**config.mk**
```make
export PLATFORM = sky130hd
export DESIGN_NAME = ude_endpoint_ctrl
export DESIGN_NICKNAME = d
export VERILOG_FILES = /design/src/ude_pkg.sv /design/src/ude_endpoint_ctrl.sv
export VERILOG_INCLUDE_DIRS = /design/src
export SDC_FILE = /design/constraint.sdc
export NUM_CORES = 1
export LEC_CHECK = 0
export CORE_MARGIN = 3
export CORE_UTILIZATION = 40
export DETAILED_ROUTE_END_ITERATION = 16
export DONT_BUFFER_PORTS = 1
export GPL_ROUTABILITY_DRIVEN = 1
export HOLD_SLACK_MARGIN = 0.06
export PLACE_DENSITY = 0.51
export SYNTH_ARGS = -nofsm -noshare
export SYNTH_HDL_FRONTEND = slang
export SYNTH_SLANG_ARGS = --single-unit
```
**constraint.sdc**
```tcl
create_clock -name aclk -period 4.7 [get_ports aclk]
set_clock_uncertainty 0.15 [all_clocks]
set_input_delay 0.705 -clock aclk [delete_from_list [all_inputs] [get_ports aclk]]
set_output_delay 0.705 -clock aclk [all_outputs]
set_load 0.02 [all_outputs]
```
**src/ude_cfg.svh**
```systemverilog
/*
 * register offsets, field positions, reset values and bus answers
 * of the data endpoint control block.
 * assumes byte addresses on an 8-bit AXI4-Lite address, one word each.
 */
`ifndef UDE_CFG_SVH
`define UDE_CFG_SVH

`define UDE_OFS_IN_LIMIT 8'h00
`define UDE_OFS_IN_A 8'h04
`define UDE_OFS_IN_B 8'h08
`define UDE_OFS_OUT_LIMIT 8'h0C
`define UDE_OFS_OUT_A 8'h10
`define UDE_OFS_OUT_B 8'h14
`define UDE_OFS_OUT_CNT_LO 8'h18
`define UDE_OFS_OUT_CNT_HI 8'h1C
`define UDE_OFS_IRQ_EN 8'h20

`define UDE_IN_ARMED 0
`define UDE_IN_NONEMPTY 1
`define UDE_IN_DISCARD 3
`define UDE_IN_STALL_REQ 4
`define UDE_IN_STALL_DONE 5
`define UDE_IN_RESTART 6
`define UDE_INB_FORCE 3
`define UDE_OUT_WAITING 0
`define UDE_OUT_DISCARD 4
`define UDE_OUT_STALL_REQ 5
`define UDE_OUT_STALL_DONE 6
`define UDE_OUT_RESTART 7
`define UDE_B_ISO 6
`define UDE_B_AUTO 7
`define UDE_IRQ_IN 0
`define UDE_IRQ_OUT 1

`define UDE_RST_BIT 1'b0
`define UDE_RESP_OKAY 2'b00
`define UDE_RESP_SLVERR 2'b10

`endif

```
**src/ude_pkg.sv**
```systemverilog
/*
 * types of the data endpoint control block.
 * assumes nothing of its surroundings.
 */
package ude_pkg;

    // handshake the link engine is told to send, one-hot
    typedef enum logic [3:0]
    {
        UDE_RESP_NONE = 4'b0001,
        UDE_RESP_NAK = 4'b0010,
        UDE_RESP_GO = 4'b0100,
        UDE_RESP_STALL = 4'b1000
    } ude_resp_t;

endpackage

```
**src/ude_endpoint_ctrl.sv**
```systemverilog
/*
 * control of one IN and one OUT data endpoint: packet handshake with
 * software, single/double buffering, auto-arm, auto-release, toggles,
 * queue discard and stall, registers on an AXI4-Lite slave.
 * assumes a link engine that reports tokens, acks and received packets
 * as one-cycle pulses and sends the answer given the next cycle.
 */
// Added by the designer: the AXI4-Lite slave port and the register addresses.
`timescale 1ns/1ps
`include "ude_cfg.svh"

// Notes on behaviour
// - auto_arm arms the IN packet once a limit-sized packet is loaded.
// - iso bit selects bulk/interrupt (0) or isochronous (1) protocol.
// - with force off the IN toggle advances only on host ack.
// - with force on the IN toggle advances on every non-iso packet sent.
// - toggle_restart on IN returns its toggle to DATA0.
// - in_queue_nonempty shows queued data; queue_discard drops one packet.
// - armed IN packet goes out on a token; armed clears, event raised.
// - double buffering when size limit is at most half the FIFO space.
// - double buffered, first armed packet clears armed at once, event.
// - arming with nothing loaded sends a zero-length packet.
// - IN stall_request answers the next token with STALL, flags it.
// - auto_release frees the OUT packet once limit bytes are read.
// - bit 7 of OUT control b enables auto_release.
// - OUT toggle_restart zeroes toggle; discard drops one waiting packet.
// - received OUT packet sets out_packet_waiting, event, byte count.
// - OUT stall_request answers the next packet with STALL, flags it.
// - interrupt endpoints behave as bulk ones, force toggle aside.
// - iso IN with auto_arm arms on exactly a limit-sized packet.
// - in_packet_armed sits at IN control a bit 0, set by auto_arm.
module ude_endpoint_ctrl #(
    parameter int SW = 11,
    parameter int IN_FIFO_BYTES = 64,
    parameter int OUT_FIFO_BYTES = 64
)(
    // clock and reset
    input wire logic aclk,
    input wire logic aresetn,
    // axi4-lite slave
    input wire logic awvalid,
    output logic awready,
    input wire logic [7:0] awaddr,
    input wire logic wvalid,
    output logic wready,
    input wire logic [31:0] wdata,
    input wire logic [3:0] wstrb,
    output logic bvalid,
    input wire logic bready,
    output logic [1:0] bresp,
    input wire logic arvalid,
    output logic arready,
    input wire logic [7:0] araddr,
    output logic rvalid,
    input wire logic rready,
    output logic [31:0] rdata,
    output logic [1:0] rresp,
    // fifo byte strobes from the software side
    input wire logic in_fifo_wr,
    input wire logic out_fifo_rd,
    // IN link
    input wire logic in_token,
    input wire logic in_ack,
    output ude_pkg::ude_resp_t in_resp,
    output logic in_resp_pid,
    output logic [SW-1:0] in_resp_len,
    // OUT link
    input wire logic out_rx_done,
    input wire logic out_rx_pid,
    input wire logic [SW-1:0] out_rx_len,
    output ude_pkg::ude_resp_t out_resp,
    output logic out_keep,
    // endpoint events, gated by endpoint_irq_enable
    output logic in_ep_event,
    output logic out_ep_event
);
    import ude_pkg::*;

    function automatic logic fits_two(input logic [SW-1:0] lim,
                                      input int space);
        return {1'b0, lim, 1'b0} <= (SW+2)'(space);
    endfunction

    // bus state
    logic aw_full, w_full;
    logic [7:0] waddr_q;
    logic [31:0] wdata_q;
    logic [3:0] wstrb_q;
    // register contents
    logic [SW-1:0] in_limit, out_limit;
    logic in_auto, in_iso, in_force, in_stall_req, in_stall_done;
    logic out_auto, out_iso, out_stall_req, out_stall_done;
    logic [1:0] irq_en;
    // IN endpoint state
    logic [1:0] in_cnt;
    logic in_head, in_armed, in_toggle, in_sent;
    logic [SW-1:0] in_load;
    logic [SW-1:0] in_len [2];
    // OUT endpoint state
    logic [1:0] out_cnt;
    logic out_head, out_toggle;
    logic [SW-1:0] out_unload;
    logic [SW-1:0] out_len [2];

    // bus decode
    wire aw_take = awvalid && awready;
    wire w_take = wvalid && wready;
    wire wr_go = aw_full && w_full;
    wire lo = wstrb_q[0];
    wire hi = wstrb_q[1];
    wire wr_in_limit = wr_go && waddr_q == `UDE_OFS_IN_LIMIT;
    wire wr_in_a = wr_go && lo && waddr_q == `UDE_OFS_IN_A;
    wire wr_in_b = wr_go && lo && waddr_q == `UDE_OFS_IN_B;
    wire wr_out_limit = wr_go && waddr_q == `UDE_OFS_OUT_LIMIT;
    wire wr_out_a = wr_go && lo && waddr_q == `UDE_OFS_OUT_A;
    wire wr_out_b = wr_go && lo && waddr_q == `UDE_OFS_OUT_B;
    wire wr_irq = wr_go && lo && waddr_q == `UDE_OFS_IRQ_EN;
    wire wr_hit = waddr_q == `UDE_OFS_IN_LIMIT
        || waddr_q == `UDE_OFS_IN_A || waddr_q == `UDE_OFS_IN_B
        || waddr_q == `UDE_OFS_OUT_LIMIT || waddr_q == `UDE_OFS_OUT_A
        || waddr_q == `UDE_OFS_OUT_B || waddr_q == `UDE_OFS_IRQ_EN
        || waddr_q == `UDE_OFS_OUT_CNT_LO
        || waddr_q == `UDE_OFS_OUT_CNT_HI;
    wire in_restart = wr_in_a && wdata_q[`UDE_IN_RESTART];
    wire out_restart = wr_out_a && wdata_q[`UDE_OUT_RESTART];

    // IN packet bookkeeping
    wire in_dbl = fits_two(in_limit, IN_FIFO_BYTES);
    wire [1:0] in_cap = in_dbl ? 2'd2 : 2'd1;
    wire in_room = in_cnt < in_cap;
    wire in_has = in_cnt != 2'd0;
    wire in_tail = in_head ^ in_cnt[0];
    wire in_auto_hit = in_fifo_wr && in_auto && in_room
        && in_load + SW'(1) == in_limit;
    wire in_sw_commit = wr_in_a && wdata_q[`UDE_IN_ARMED] && in_room
        && !in_auto_hit;
    wire in_commit = in_auto_hit || in_sw_commit;
    wire in_stall_hit = in_token && in_stall_req;
    wire in_go = in_token && !in_stall_req && in_has;
    // force: delivered without waiting for ack
    wire in_now = in_go && (in_iso || in_force);
    wire in_deliver = in_now || (in_sent && in_ack);
    wire in_drop = wr_in_a && wdata_q[`UDE_IN_DISCARD] && in_has
        && !in_deliver;
    wire in_pop = in_deliver || in_drop;
    wire [1:0] next_in_cnt = in_cnt + {1'b0, in_commit} - {1'b0, in_pop};
    // armed stays only while every slot is taken
    wire next_in_armed = next_in_cnt >= in_cap;
    wire in_raw = ((in_commit || in_deliver) && !next_in_armed)
        || in_stall_hit;
    wire in_nonempty = in_has || in_load != SW'(0);

    // OUT packet bookkeeping
    wire out_dbl = fits_two(out_limit, OUT_FIFO_BYTES);
    wire [1:0] out_cap = out_dbl ? 2'd2 : 2'd1;
    wire out_room = out_cnt < out_cap;
    wire out_waiting = out_cnt != 2'd0;
    wire out_tail = out_head ^ out_cnt[0];
    wire out_stall_hit = out_rx_done && out_stall_req;
    wire out_fresh = out_iso || out_rx_pid == out_toggle;
    wire out_accept = out_rx_done && !out_stall_req && out_room
        && out_fresh;
    wire out_dup = out_rx_done && !out_stall_req && out_room
        && !out_fresh;
    wire out_auto_hit = out_fifo_rd && out_auto && out_waiting
        && out_unload + SW'(1) == out_limit;
    // any write of control a with bit 0 low frees the head packet
    wire out_sw_rel = wr_out_a && !wdata_q[`UDE_OUT_WAITING]
        && out_waiting && !out_auto_hit;
    wire out_drop = wr_out_a && wdata_q[`UDE_OUT_DISCARD] && out_waiting
        && !out_auto_hit && !out_sw_rel;
    wire out_pop = out_auto_hit || out_sw_rel || out_drop;
    wire [1:0] next_out_cnt = out_cnt + {1'b0, out_accept}
        - {1'b0, out_pop};
    wire [SW-1:0] out_head_len = out_waiting ? out_len[out_head] : SW'(0);

    // read decode
    wire [7:0] rd_in_a = {2'b00, in_stall_done, in_stall_req, 2'b00,
        in_nonempty, in_armed};
    wire [7:0] rd_in_b = {in_auto, in_iso, 2'b00, in_force, 3'b000};
    wire [7:0] rd_out_a = {1'b0, out_stall_done, out_stall_req, 4'h0,
        out_waiting};
    wire [7:0] rd_out_b = {out_auto, out_iso, 6'h00};
    wire rd_hit = araddr == `UDE_OFS_IN_LIMIT
        || araddr == `UDE_OFS_IN_A || araddr == `UDE_OFS_IN_B
        || araddr == `UDE_OFS_OUT_LIMIT || araddr == `UDE_OFS_OUT_A
        || araddr == `UDE_OFS_OUT_B || araddr == `UDE_OFS_IRQ_EN
        || araddr == `UDE_OFS_OUT_CNT_LO
        || araddr == `UDE_OFS_OUT_CNT_HI;
    wire [31:0] rd_word =
        araddr == `UDE_OFS_IN_LIMIT ? 32'(in_limit) :
        araddr == `UDE_OFS_IN_A ? 32'(rd_in_a) :
        araddr == `UDE_OFS_IN_B ? 32'(rd_in_b) :
        araddr == `UDE_OFS_OUT_LIMIT ? 32'(out_limit) :
        araddr == `UDE_OFS_OUT_A ? 32'(rd_out_a) :
        araddr == `UDE_OFS_OUT_B ? 32'(rd_out_b) :
        araddr == `UDE_OFS_IRQ_EN ? 32'(irq_en) :
        araddr == `UDE_OFS_OUT_CNT_LO ? 32'(out_head_len[7:0]) :
        araddr == `UDE_OFS_OUT_CNT_HI ? 32'(out_head_len >> 8) :
        32'h0000_0000;

    // write channel: both halves held, then one answer
    always_ff @(posedge aclk)
    begin
        if (!aresetn)
        begin
            awready <= 1'b1;
            wready <= 1'b1;
            aw_full <= 1'b0;
            w_full <= 1'b0;
            bvalid <= 1'b0;
            bresp <= `UDE_RESP_OKAY;
        end
        else
        begin
            if (aw_take)
            begin
                aw_full <= 1'b1;
                awready <= 1'b0;
            end
            if (w_take)
            begin
                w_full <= 1'b1;
                wready <= 1'b0;
            end
            if (wr_go)
            begin
                aw_full <= 1'b0;
                w_full <= 1'b0;
                bvalid <= 1'b1;
                bresp <= wr_hit ? `UDE_RESP_OKAY : `UDE_RESP_SLVERR;
            end
            if (bvalid && bready)
            begin
                bvalid <= 1'b0;
                awready <= 1'b1;
                wready <= 1'b1;
            end
        end
    end

    always_ff @(posedge aclk)
    begin
        if (aw_take)
            waddr_q <= awaddr;
        if (w_take)
        begin
            wdata_q <= wdata;
            wstrb_q <= wstrb;
        end
    end

    // read channel: reads have no side effects
    always_ff @(posedge aclk)
    begin
        if (!aresetn)
        begin
            arready <= 1'b1;
            rvalid <= 1'b0;
            rdata <= 32'h0000_0000;
            rresp <= `UDE_RESP_OKAY;
        end
        else if (arvalid && arready)
        begin
            arready <= 1'b0;
            rvalid <= 1'b1;
            rdata <= rd_word;
            rresp <= rd_hit ? `UDE_RESP_OKAY : `UDE_RESP_SLVERR;
        end
        else if (rvalid && rready)
        begin
            rvalid <= 1'b0;
            arready <= 1'b1;
        end
    end

    // configuration registers
    always_ff @(posedge aclk)
    begin
        if (!aresetn)
        begin
            in_limit <= SW'(0);
            out_limit <= SW'(0);
            {in_auto, in_iso, in_force} <= 3'b000;
            {out_auto, out_iso} <= 2'b00;
            irq_en <= 2'b00;
        end
        else
        begin
            if (wr_in_limit && lo)
                in_limit[7:0] <= wdata_q[7:0];
            if (wr_in_limit && hi)
                in_limit[SW-1:8] <= wdata_q[SW-1:8];
            if (wr_out_limit && lo)
                out_limit[7:0] <= wdata_q[7:0];
            if (wr_out_limit && hi)
                out_limit[SW-1:8] <= wdata_q[SW-1:8];
            if (wr_in_b)
                {in_auto, in_iso, in_force} <= {wdata_q[`UDE_B_AUTO],
                    wdata_q[`UDE_B_ISO], wdata_q[`UDE_INB_FORCE]};
            if (wr_out_b)
                {out_auto, out_iso} <= {wdata_q[`UDE_B_AUTO],
                    wdata_q[`UDE_B_ISO]};
            if (wr_irq)
                irq_en <= wdata_q[1:0];
        end
    end

    // stall flags: a hit in the clearing cycle still sets
    always_ff @(posedge aclk)
    begin
        if (!aresetn)
        begin
            {in_stall_req, in_stall_done} <= 2'b00;
            {out_stall_req, out_stall_done} <= 2'b00;
        end
        else
        begin
            if (wr_in_a)
                in_stall_req <= wdata_q[`UDE_IN_STALL_REQ];
            in_stall_done <= in_stall_hit
                || (wr_in_a ? wdata_q[`UDE_IN_STALL_DONE] : in_stall_done);
            if (wr_out_a)
                out_stall_req <= wdata_q[`UDE_OUT_STALL_REQ];
            out_stall_done <= out_stall_hit
                || (wr_out_a ? wdata_q[`UDE_OUT_STALL_DONE]
                             : out_stall_done);
        end
    end

    // IN queue; sw commit with nothing loaded stores length 0
    always_ff @(posedge aclk)
    begin
        if (!aresetn)
        begin
            in_cnt <= 2'd0;
            in_head <= 1'b0;
            in_armed <= `UDE_RST_BIT;
            in_sent <= 1'b0;
            in_load <= SW'(0);
        end
        else
        begin
            in_cnt <= next_in_cnt;
            in_armed <= next_in_armed;
            if (in_pop)
                in_head <= ~in_head;
            if (in_commit || (in_drop == 1'b0 && wr_in_a
                && wdata_q[`UDE_IN_DISCARD] && !in_has))
                in_load <= SW'(0);
            else if (in_fifo_wr)
                in_load <= in_load + SW'(1);
            in_sent <= in_pop ? 1'b0 : (in_go && !in_now) || in_sent;
        end
    end

    always_ff @(posedge aclk)
    begin
        if (in_commit)
            in_len[in_tail] <= in_auto_hit ? in_limit : in_load;
        if (out_accept)
            out_len[out_tail] <= out_rx_len;
    end

    // data toggles: restart wins, iso never toggles
    always_ff @(posedge aclk)
    begin
        if (!aresetn)
        begin
            in_toggle <= 1'b0;
            out_toggle <= 1'b0;
        end
        else
        begin
            if (in_restart)
                in_toggle <= 1'b0;
            else if (in_deliver && !in_iso)
                in_toggle <= ~in_toggle;
            if (out_restart)
                out_toggle <= 1'b0;
            else if (out_accept && !out_iso)
                out_toggle <= ~out_toggle;
        end
    end

    // OUT queue
    always_ff @(posedge aclk)
    begin
        if (!aresetn)
        begin
            out_cnt <= 2'd0;
            out_head <= 1'b0;
            out_unload <= SW'(0);
        end
        else
        begin
            out_cnt <= next_out_cnt;
            if (out_pop)
                out_head <= ~out_head;
            if (out_pop)
                out_unload <= SW'(0);
            else if (out_fifo_rd)
                out_unload <= out_unload + SW'(1);
        end
    end

    // link answers and events, one cycle after the cause
    always_ff @(posedge aclk)
    begin
        if (!aresetn)
        begin
            in_resp <= UDE_RESP_NONE;
            in_resp_pid <= 1'b0;
            in_resp_len <= SW'(0);
            out_resp <= UDE_RESP_NONE;
            out_keep <= 1'b0;
            in_ep_event <= 1'b0;
            out_ep_event <= 1'b0;
        end
        else
        begin
            in_resp <= in_stall_hit ? UDE_RESP_STALL :
                in_go ? UDE_RESP_GO :
                in_token ? UDE_RESP_NAK : UDE_RESP_NONE;
            in_resp_pid <= in_toggle && !in_iso;
            in_resp_len <= in_len[in_head];
            // iso OUT has no handshake except STALL; duplicate is acked, not kept
            out_resp <= out_stall_hit ? UDE_RESP_STALL :
                !out_rx_done || out_iso ? UDE_RESP_NONE :
                !out_room ? UDE_RESP_NAK : UDE_RESP_GO;
            out_keep <= out_accept;
            in_ep_event <= irq_en[`UDE_IRQ_IN] && in_raw;
            out_ep_event <= irq_en[`UDE_IRQ_OUT]
                && (out_accept || out_stall_hit);
        end
    end
endmodule

```
## After elaboration in Yosys (flattened, before gate mapping)

Memories as Yosys holds them, arrays and structs flattened. A register that Yosys moved wholly into a read port is not among the register bits.
Cells that the tools add are included.

- Register bits after elaboration: 141
- Bits in latches: 0
- Memory bits (writable): 44
- ROM bits: 0
- Output and inout port bits: 64
- Memories kept: 2

- Add/subtract/negate cells: 6
- Multiply operators: 0
- Divide/modulo/power cells: 0
- Magnitude comparators: 5
- Equality and inequality tests: 19
- Shift-type cells: 0
- Mux-type cells: 33
- Bitwise logic cells: 8
- Reduce and logical (&&, ||, !) cells: 120

Memory list:

| memory | words | bits a word | rd ports | clocked after memory_dff | write ports | line | text |
|---|---|---|---|---|---|---|---|
| in_len | 2 | 11 | 1 | 1 | 1 | ude_endpoint_ctrl.sv:98 | `logic [SW-1:0] in_len [2];` |
| out_len | 2 | 11 | 1 | 1 | 1 | ude_endpoint_ctrl.sv:103 | `logic [SW-1:0] out_len [2];` |

Operator list:

| operator | number |
|---|---|
| $mux W11 | 6 |
| $eq A8 B5 Y1 const B | 8 |
| $logic_and A1 B1 Y1 | 58 |
| $eq A8 B4 Y1 const B | 4 |
| $logic_or A1 B1 Y1 | 32 |
| $mux W8 | 4 |
| $le A12 B7 Y1 const B | 2 |
| $add A11 B1 Y11 const B | 2 |
| $eq A11 B11 Y1 | 2 |
| $eq A8 B3 Y1 const B | 2 |
| $eq A8 B6 Y1 const B | 2 |
| $logic_not A8 Y1 | 2 |
| $reduce_or A2 Y1 | 8 |
| $logic_not A1 Y1 | 14 |
| $mux W1 | 12 |
| $mux W3 | 4 |
| $reduce_bool A11 Y1 | 1 |
| $mux W2 | 5 |
| $mux W4 | 2 |
| $not A1 Y1 | 6 |
| $reduce_bool A2 Y1 | 3 |
| $reduce_or A3 Y1 | 2 |
| $add A2 B1 Y2 | 2 |
| $lt A2 B2 Y1 | 2 |
| other kinds (4) | 6 |

## Depth between registers and ports, before layout

Gate-level depths: netlist of the first run.

- Depth after elaboration: 15
- Mapped depth: 21
- Depth with buffers taken out: 19

## Least setup slack after synthesis of the first run

Ideal clock, no wire load.

- Kind: flip-flop to flip-flop
- From: reg in_limit[7]
- To: reg in_ep_event
- Library setup time: 0.079 ns
- Arrival time: 3.896 ns
- Required time: 4.471 ns
- Slack: 0.574 ns
- Cell stages (with the launch flop): 22
- Cell sequence: dfxtp_1 buf_2 or4_1 nor2_1 nand2_1 ha_1 nand2_1 nand2_1 a31oi_1 nand2_1 o31ai_4 buf_4 inv_2 ha_1 inv_1 ha_1 xnor2_1 xnor2_1 ha_1 a21oi_1 a21oi_1 a211oi_2

- Word-level cells in the longest chain between the ends: 15

RTL lines:

| item | line | text |
|---|---|---|
| start: declaration | ude_endpoint_ctrl.sv:90 | `logic [SW-1:0] in_limit, out_limit;` |
| start signal: assignment | ude_endpoint_ctrl.sv:291 | `in_limit[7:0] <= wdata_q[7:0];` |
| start signal: indexed assignment | ude_endpoint_ctrl.sv:293 | `in_limit[SW-1:8] <= wdata_q[SW-1:8];` |
| $le A12 B7 Y1 | ude_endpoint_ctrl.sv:81 | `return {1'b0, lim, 1'b0} <= (SW+2)'(space);` |
| $mux W2 | ude_endpoint_ctrl.sv:129 | `wire [1:0] in_cap = in_dbl ? 2'd2 : 2'd1;` |
| $lt A2 B2 Y1 | ude_endpoint_ctrl.sv:130 | `wire in_room = in_cnt < in_cap;` |
| $logic_and A1 B1 Y1 | ude_endpoint_ctrl.sv:133 | `wire in_auto_hit = in_fifo_wr && in_auto && in_room` |
| $logic_and A1 B1 Y1 | ude_endpoint_ctrl.sv:134 | `&& in_load + SW'(1) == in_limit;` |
| $logic_not A1 Y1 | ude_endpoint_ctrl.sv:136 | `&& !in_auto_hit;` |
| $logic_and A1 B1 Y1 | ude_endpoint_ctrl.sv:135 | `` wire in_sw_commit = wr_in_a && wdata_q[`UDE_IN_ARMED] && in_room `` |
| $logic_or A1 B1 Y1 * | ude_endpoint_ctrl.sv:137 | `wire in_commit = in_auto_hit \|\| in_sw_commit;` |
| $add A2 B1 Y2 * | ude_endpoint_ctrl.sv:146 | `wire [1:0] next_in_cnt = in_cnt + {1'b0, in_commit} - {1'b0, in_pop};` |
| $sub A2 B1 Y2 * | ude_endpoint_ctrl.sv:146 |  |
| via next_in_cnt[1] | ude_endpoint_ctrl.sv:146 |  |
| $ge A2 B2 Y1 * | ude_endpoint_ctrl.sv:148 | `wire next_in_armed = next_in_cnt >= in_cap;` |
| $logic_not A1 Y1 * | ude_endpoint_ctrl.sv:149 | `wire in_raw = ((in_commit \|\| in_deliver) && !next_in_armed)` |
| $logic_and A1 B1 Y1 * | ude_endpoint_ctrl.sv:149 |  |
| $logic_or A1 B1 Y1 * | ude_endpoint_ctrl.sv:150 | `\|\| in_stall_hit;` |
| $logic_and A1 B1 Y1 * | ude_endpoint_ctrl.sv:432 | `` in_ep_event <= irq_en[`UDE_IRQ_IN] && in_raw; `` |
| end signal: assignment | ude_endpoint_ctrl.sv:432 |  |
| end: declaration | ude_endpoint_ctrl.sv:74 | `output logic in_ep_event,` |

Mark *: on every way through the listed nets, which the timed path passes. The rest lies on a longest branch.
A chain may end at the register's enable or synchronous reset.

## Final worst setup path of the first run

- From: reg in_limit[2]
- To: reg in_ep_event

Same word-level chain as after synthesis.

==> flow_metrics.py, run 1 <==
metrics = {
    "route": {
        "vias_per_cell": 5.43,
        "routed_wl_um": 19800,
        "firstDrtPassIters": 5,
        "drt_drc_violations_left": 0,
        "ant_nets": 0,
        "wl_per_cell_um": 18.6,
        "drtIter0Drc": 463,
        "vias": 5771,
    },
    "sta": {
        "grt_setup_unrepaired": "false",
        "fin_crit_sh_pct": 94.1,
        "fin_crit_ps": 4420,
        "finalMaxSlewViolations": 0,
        "finalSetupTns_ps": 0,
        "hold_viol": 0,
        "whs_ps": 221,
        "tightest_slew_ps": 1080,
        "setup_viol": 0,
        "max_freq_ghz": 0.226,
        "relSlewSlack_pct": 27.6,
    },
    "setup_path": {
        "worst_ep_arrival_time_ps": 4620,
        "r2r_start": "in_limit[2]$_SDFFE_PN0P_",
        "crit_fanout": 6,
        "cp-end-kind": "register",
        "r2r_end": "in_ep_event$_SDFF_PN0_",
        "critPathMaxStageDelay_ps": 530,
        "cpMaxStageDelayCell": "or4_1",
        "crit_path_start_kind": "register",
        "crit_required_ps": 4900,
        "r2r_setup_slack_ps": 280,
        "path_cells": "or4_1, o21ai_1, nand2_1, ha_1, nand2_1, nand2_1, a31oi_1, nand2_1, o31ai_4, inv_2, ha_1, inv_1, ha_1, xnor2_1, xnor2_1, ha_1, a21oi_1, a21oi_1, a211oi_2",
        "crit_type": "register to register",
        "r2r_cells": 19,
    },
    "global_routing": {
        "overflow": 0,
        "grt_pass1_vias": 5659,
        "grt_usage_pct": 17.9,
        "grt_pass1_wl_um": 30800,
        "grt_max_degree": 38,
        "antenna_found_initial": 0,
    },
    "synthesis": {
        "synth_seq_area_share_pct": 50.7,
        "synthCells": 804,
        "synth_area_per_cell_um2": 10.1,
        "synth_compound_area_share_pct": 9.62,
        "synth_edf_count": 65,
        "synth.top_cell.area_share_pct": 26.8,
        "synth.ff_latch_count": 174,
        "yosys.area_share.simple_pct": 19.4,
        "async_flop_share_pct": 0,
        "synthAdderAreaFrac_pct": 1.69,
        "synth_xor_xnor_area_share_pct": 5.69,
        "muxShareOfSynthArea_pct": 7.05,
        "yosysTopAreaCell": "dfxtp_1",
        "synth.area.top_cells": "dfxtp_1 (27%), edfxtp_1 (24%), mux2i_1 (4.4%)",
        "yosysWarnings": 0,
        "synth_top_family_by_area": "simple AND/OR/NAND/NOR gates",
        "ys_types": 74,
        "syn_area_um2": 8150,
        "synth_flop_cell": "dfxtp_1",
        "synth.most_common_cell": "dfxtp_1",
        "synth_commonest_cells": "dfxtp_1 (109), nor2_1 (88), nand2_1 (84)",
    },
    "power_and_ir_drop": {
        "pwr-share-comb_pct": 4.4,
        "seqPwrFrac_pct": 53.0,
        "switching_power_w": 0.000764,
        "clkPwrFrac_pct": 42.6,
        "power_leakage_nw": 3.04,
        "ir_worst_vdd_mv": 0.238,
        "swShare_pct": 24.1,
        "internal_power_w": 0.00240,
        "powerDensity_nw_per_um2": 361,
    },
    "finish": {
        "n_antenna_cell": 0,
        "syn_to_final_growth_pct": 7.60,
        "multi_input_area_um2": 3630,
        "final-seq-area_um2": 4130,
        "final_net_count": 872,
        "fill_cells": 1861,
        "drive_above_1_share_pct": 9.02,
    },
    "worst_hold_path": {
        "worstHoldPathType": "primary input to register",
        "hold_path_end": "waddr_q[7]$_DFFE_PP_",
        "hold_start": "awaddr[7]",
        "holdPathStages": 0,
    },
    "floorplan": {
        "io_pins": 140,
        "row_count": 51,
        "start_util_pct": 41.3,
        "dieArea_um2": 22100,
        "die_x_um": 149,
        "fp.dieH_um": 149,
        "fp.coreArea_um2": 19700,
    },
    "clock_network": {
        "clock_sink_count": 174,
        "cts-hold-fix-buffers": 0,
        "cts_resized": 0,
        "insertion_delay_ps": 430,
        "cts_buffer_depth": 2,
        "cts_buffers": 17,
        "cts_setup_buffers": 0,
        "root_buffer": "clkbuf_16",
        "path_clk_slew_ps": 70,
        "h-tree-depth": 4,
        "cts_tree": "done",
    },
    "job": {
        "drv_cap": 0,
    },
    "placement": {
        "io_buffers": 0,
        "place.gp.congestion": 0.869,
        "dpl.hpwl_um": 14900,
    },
    "outcome": {
        "status": "finished, final reports clean",
    },
}
[power by group through the flow]
stage | Clock, W | Sequential [W] | Combinational [W]
after floorplan | 0 | 0.00169 | 0.000140
after global placement | 0 | 0.00171 | 0.000138
after detailed placement | 0 | 0.00171 | 0.000140
after CTS | 0.00138 | 0.00168 | 0.000140
after global routing | 0.00143 | 0.00168 | 0.000155
final | 0.00135 | 0.00168 | 0.000139
[per-layer routing]
metal / routed length, um / GRT usage [%]
met5: 0 / 0
met4: 320 / 5.72
met3: 1050 / 3.98
met2: 9470 / 29.6
met1: 8920 / 23.5
[registers in the layout, indices dropped and copies added (netlist names), 2 cells and up, named ones only]
name and count:
wstrb_q 2, in_resp 4, out_limit 11, in_len 22, out_cnt 2, rdata 11, wdata_q 11, irq_en 2
in_limit 11, in_cnt 2, waddr_q 8, in_resp_len 11, in_load 11, out_resp 4, out_unload 11, out_len 22
[cell type report]
type / instances / area share (%)
Clock buffer: 17 / 4.85
Timing Repair Buffer: 6 / 0.514
Sequential cell: 174 / 47.1
Clock inverter: 15 / 1.54
Tap cell: 265 / 3.78
Inverter: 19 / 0.813
Multi-Input combinational cell: 567 / 41.4
[layout by cell type (no fill, tap or decap), types with 4 or more instances in the layout]
cell type,count
nand4b_1,5
inv_6,5
o21ai_0,19
nand2_1,84
nand2b_1,9
clkbuf_16,17
nor3_1,19
a21oi_1,36
edfxtp_1,65
mux2_2,13
nor4_1,9
a221oi_1,6
xor2_1,21
or4_1,6
nor2b_1,6
a211oi_1,7
buf_4,6
nor4b_1,4
and3_1,5
ha_1,11
o31ai_1,6
xnor2_1,32
a31oi_1,11
nand4_1,9
nor2_1,88
and2_1,7
dfxtp_1,109
inv_1,17
or3_1,6
mux2i_1,36
nor3b_1,8
nand3_1,20
conb_1,23
[per-stage QoR]
step	utilization, %	setup slack (ps)	power (W)	instances	instance area [um^2]
2_1_floorplan	-	574	0.00183	826	8230
3_3_place_gp	41.6	450	0.00185	1031	8210
3_5_place_dp	41.6	357	0.00185	1031	8210
4_1_cts	44.5	315	0.00320	1063	8770
5_1_grt	44.5	32.7	0.00327	1063	8770
6_report	44.5	276	0.00316	1063	8770
[critical path, delay by kind of cell (launching register included)]
family | cells | cell delay, ps
AO/OA/AOI/OAI | 6 | 1330
adder cells (fa/ha/maj) | 4 | 1050
AND/OR/NAND/NOR | 5 | 1000
flip-flops | 1 | 370
XOR/XNOR | 2 | 350
buffers and inverters | 2 | 90
[kinds of logic after synthesis]
| family | after synthesis |
|---|---|
| and+or+nand+nor | 309 |
| DFF | 174 |
| muxes | 52 |
| buffers and inverters | 85 |
| adders and majority gates | 11 |
| AOI/OAI and AO/OA | 119 |
| other | 1 |
| xor gates and xnor gates | 53 |
[worst max path at each step]
stage                             startpoint                      to  slack [ps]  cells after the start
floorplan           in_limit[7]$_SDFFE_PN0P_  in_ep_event$_SDFF_PN0_         570                     21
global placement    in_limit[1]$_SDFFE_PN0P_  in_ep_event$_SDFF_PN0_         450                     19
detailed placement  in_limit[2]$_SDFFE_PN0P_  in_ep_event$_SDFF_PN0_         360                     19
CTS                 in_limit[2]$_SDFFE_PN0P_  in_ep_event$_SDFF_PN0_         320                     19
global route        in_limit[1]$_SDFFE_PN0P_  in_ep_event$_SDFF_PN0_          30                     19
finish              in_limit[2]$_SDFFE_PN0P_  in_ep_event$_SDFF_PN0_         280                     19
No activity file was read; power rests on OpenSTA's default activity.
==> run 2: changes to the inputs <==
==> constraint.sdc (replaced) <==
create_clock -name aclk -period 4.3 [get_ports aclk]
set_clock_uncertainty 0.15 [all_clocks]
set_input_delay 0.645 -clock aclk [delete_from_list [all_inputs] [get_ports aclk]]
set_output_delay 0.645 -clock aclk [all_outputs]
set_load 0.02 [all_outputs]
==> run 2 against run 1 <==
- via count is 1.5% higher
- clock-buffer cell count grew 3
- final cell count grew 0.94%
- critical path depth did not move
- wire length is 1.8% higher
- highest routed layer unchanged
- register-to-register slack got worse by 50 ps
==> flow_metrics.py, run 2 (synthesized netlist as in run 1, its figures left out) <==
metrics = {
    "placement": {
        "io_buffers": 0,
        "place.gp.congestion": 0.877,
        "post-place-ws_ps": 131,
        "dpl.hpwl_um": 15100,
        "dpl.cell_count": 1041,
        "dpl_cell_area_um2": 8290,
    },
    "setup_path": {
        "worst-path-buf-inv": 2,
        "r2r_cells": 19,
        "path_cells": "or4_1, o21ai_2, nand2_2, ha_1, nand2_1, nand2_1, a31oi_2, nand2_1, o31ai_4, inv_2, ha_1, inv_1, ha_1, xnor2_2, xnor2_2, ha_1, a21oi_2, a21oi_1, a211oi_2",
        "cpMaxStageDelayCell": "or4_1",
        "worst_ep_arrival_time_ps": 4280,
        "worstSetupStartpoint": "in_limit[1]$_SDFFE_PN0P_",
        "crit_required_ps": 4500,
        "r2r_end": "in_ep_event$_SDFF_PN0_",
        "critPathTopFamily": "adder cells",
        "crit_path_start_kind": "register",
        "cp-end-kind": "register",
        "critPathMaxStageDelay_ps": 550,
        "r2r_setup_slack_ps": 230,
        "crit_type": "register to register",
        "crit_fanout": 5,
        "r2r_start": "in_limit[1]$_SDFFE_PN0P_",
        "crit_path_frequent_cell": "ha_1",
    },
    "sta": {
        "post-route-worst-setup-slack_ps": 228,
        "finalSetupTns_ps": 0,
        "max_freq_ghz": 0.246,
        "tightest_slew_ps": 1050,
        "relSlewSlack_pct": 29.7,
        "hold_viol": 0,
        "fin_crit_ps": 4070,
        "finalMaxSlewViolations": 0,
        "setup_viol": 0,
        "grt_setup_unrepaired": "false",
        "fin_crit_sh_pct": 94.7,
    },
    "floorplan": {
        "die_x_um": 149,
        "start_util_pct": 41.3,
        "row_count": 51,
        "fp.coreArea_um2": 19700,
        "fp.dieH_um": 149,
        "dieArea_um2": 22100,
        "io_pins": 140,
    },
    "worst_hold_path": {
        "hold_path_end": "waddr_q[7]$_DFFE_PP_",
        "hold_start": "awaddr[7]",
        "worstHoldPathType": "primary input to register",
        "holdPathStages": 0,
    },
    "clock_network": {
        "cts_tree": "done",
        "root_buffer": "clkbuf_16",
        "path_clk_slew_ps": 70,
        "insertion_delay_ps": 430,
        "cts-hold-fix-buffers": 0,
        "cts_resized": 0,
        "h-tree-depth": 4,
        "cts_buffers": 17,
        "cts_setup_buffers": 0,
        "cts_buffer_depth": 2,
        "clock_sink_count": 174,
    },
    "route": {
        "drt_drc_violations_left": 0,
        "routed_wl_um": 20100,
        "vias": 5857,
        "drtIter0Drc": 343,
        "firstDrtPassIters": 5,
        "ant_nets": 0,
        "vias_per_cell": 5.46,
        "wl_per_cell_um": 18.7,
    },
    "global_routing": {
        "antenna_found_initial": 0,
        "grt_pass1_wl_um": 31200,
        "grt_pass1_vias": 5744,
        "grt_max_degree": 28,
        "grt_usage_pct": 18.3,
        "overflow": 0,
    },
    "finish": {
        "n_antenna_cell": 0,
        "final_common_cell": "dfxtp_1",
        "syn_to_final_growth_pct": 8.96,
        "final_net_count": 882,
        "final_cell_mix": "dfxtp_1 (109), nor2_1 (87), nand2_1 (83), edfxtp_1 (65), mux2i_1 (36)",
        "design_area_um2": 8880,
        "stdcell_count": 1073,
        "drive_above_1_share_pct": 11.1,
        "top_regs": "in_len (22), out_len (22)",
    },
    "power_and_ir_drop": {
        "ir_worst_vdd_mv": 0.265,
        "power_leakage_nw": 3.12,
        "power.total_w": 0.00347,
        "powerDensity_nw_per_um2": 390,
    },
    "job": {
        "drv_cap": 0,
    },
    "outcome": {
        "status": "finished, final reports clean",
    },
}
run 2: power by group:
group / internal (W) / switching (W) / total, W
clock network: 0.000833 / 0.000649 / 0.00148
registers: 0.00176 / 0.0000691 / 0.00183
logic: 0.0000558 / 0.0000973 / 0.000153
total: 0.00265 / 0.000816 / 0.00347
run 2: metrics by stage:
stage | utilization, % | hold slack [ps]
detailed placement | 42.0 | 321
global placement | 42.0 | 308
floorplan | - | 275
global route | 45.0 | 128
CTS | 44.9 | 135
finish | 45.0 | 163
run 2: how the worst max path moves through the flow:
stage,to,cells past startpoint
after detailed placement,in_ep_event$_SDFF_PN0_,19
after floorplan,in_ep_event$_SDFF_PN0_,21
after global placement,in_ep_event$_SDFF_PN0_,19
final,in_ep_event$_SDFF_PN0_,19
after global routing,in_ep_event$_SDFF_PN0_,19
after CTS,in_ep_event$_SDFF_PN0_,19
run 2: cell type report:
cell class / instances / area (um^2)
clock buffer: 20 / 457
clock inverter: 12 / 106
fill: 1858 / 10800
inverter: 19 / 71.3
multi-input combinational: 567 / 3660
sequential: 174 / 4130
tap: 265 / 332
timing repair buffer: 16 / 120
run 2: routing by layer:
metal | up-vias | track usage, % | part of all wire, %
met3 | 25 | 4.98 | 5.9
met4 | 0 | 6.96 | 2.2
met1 | 2850 | 23.4 | 45
li1 | 2804 | - | -
met5 | - | 0 | 0
met2 | 178 | 29.8 | 47
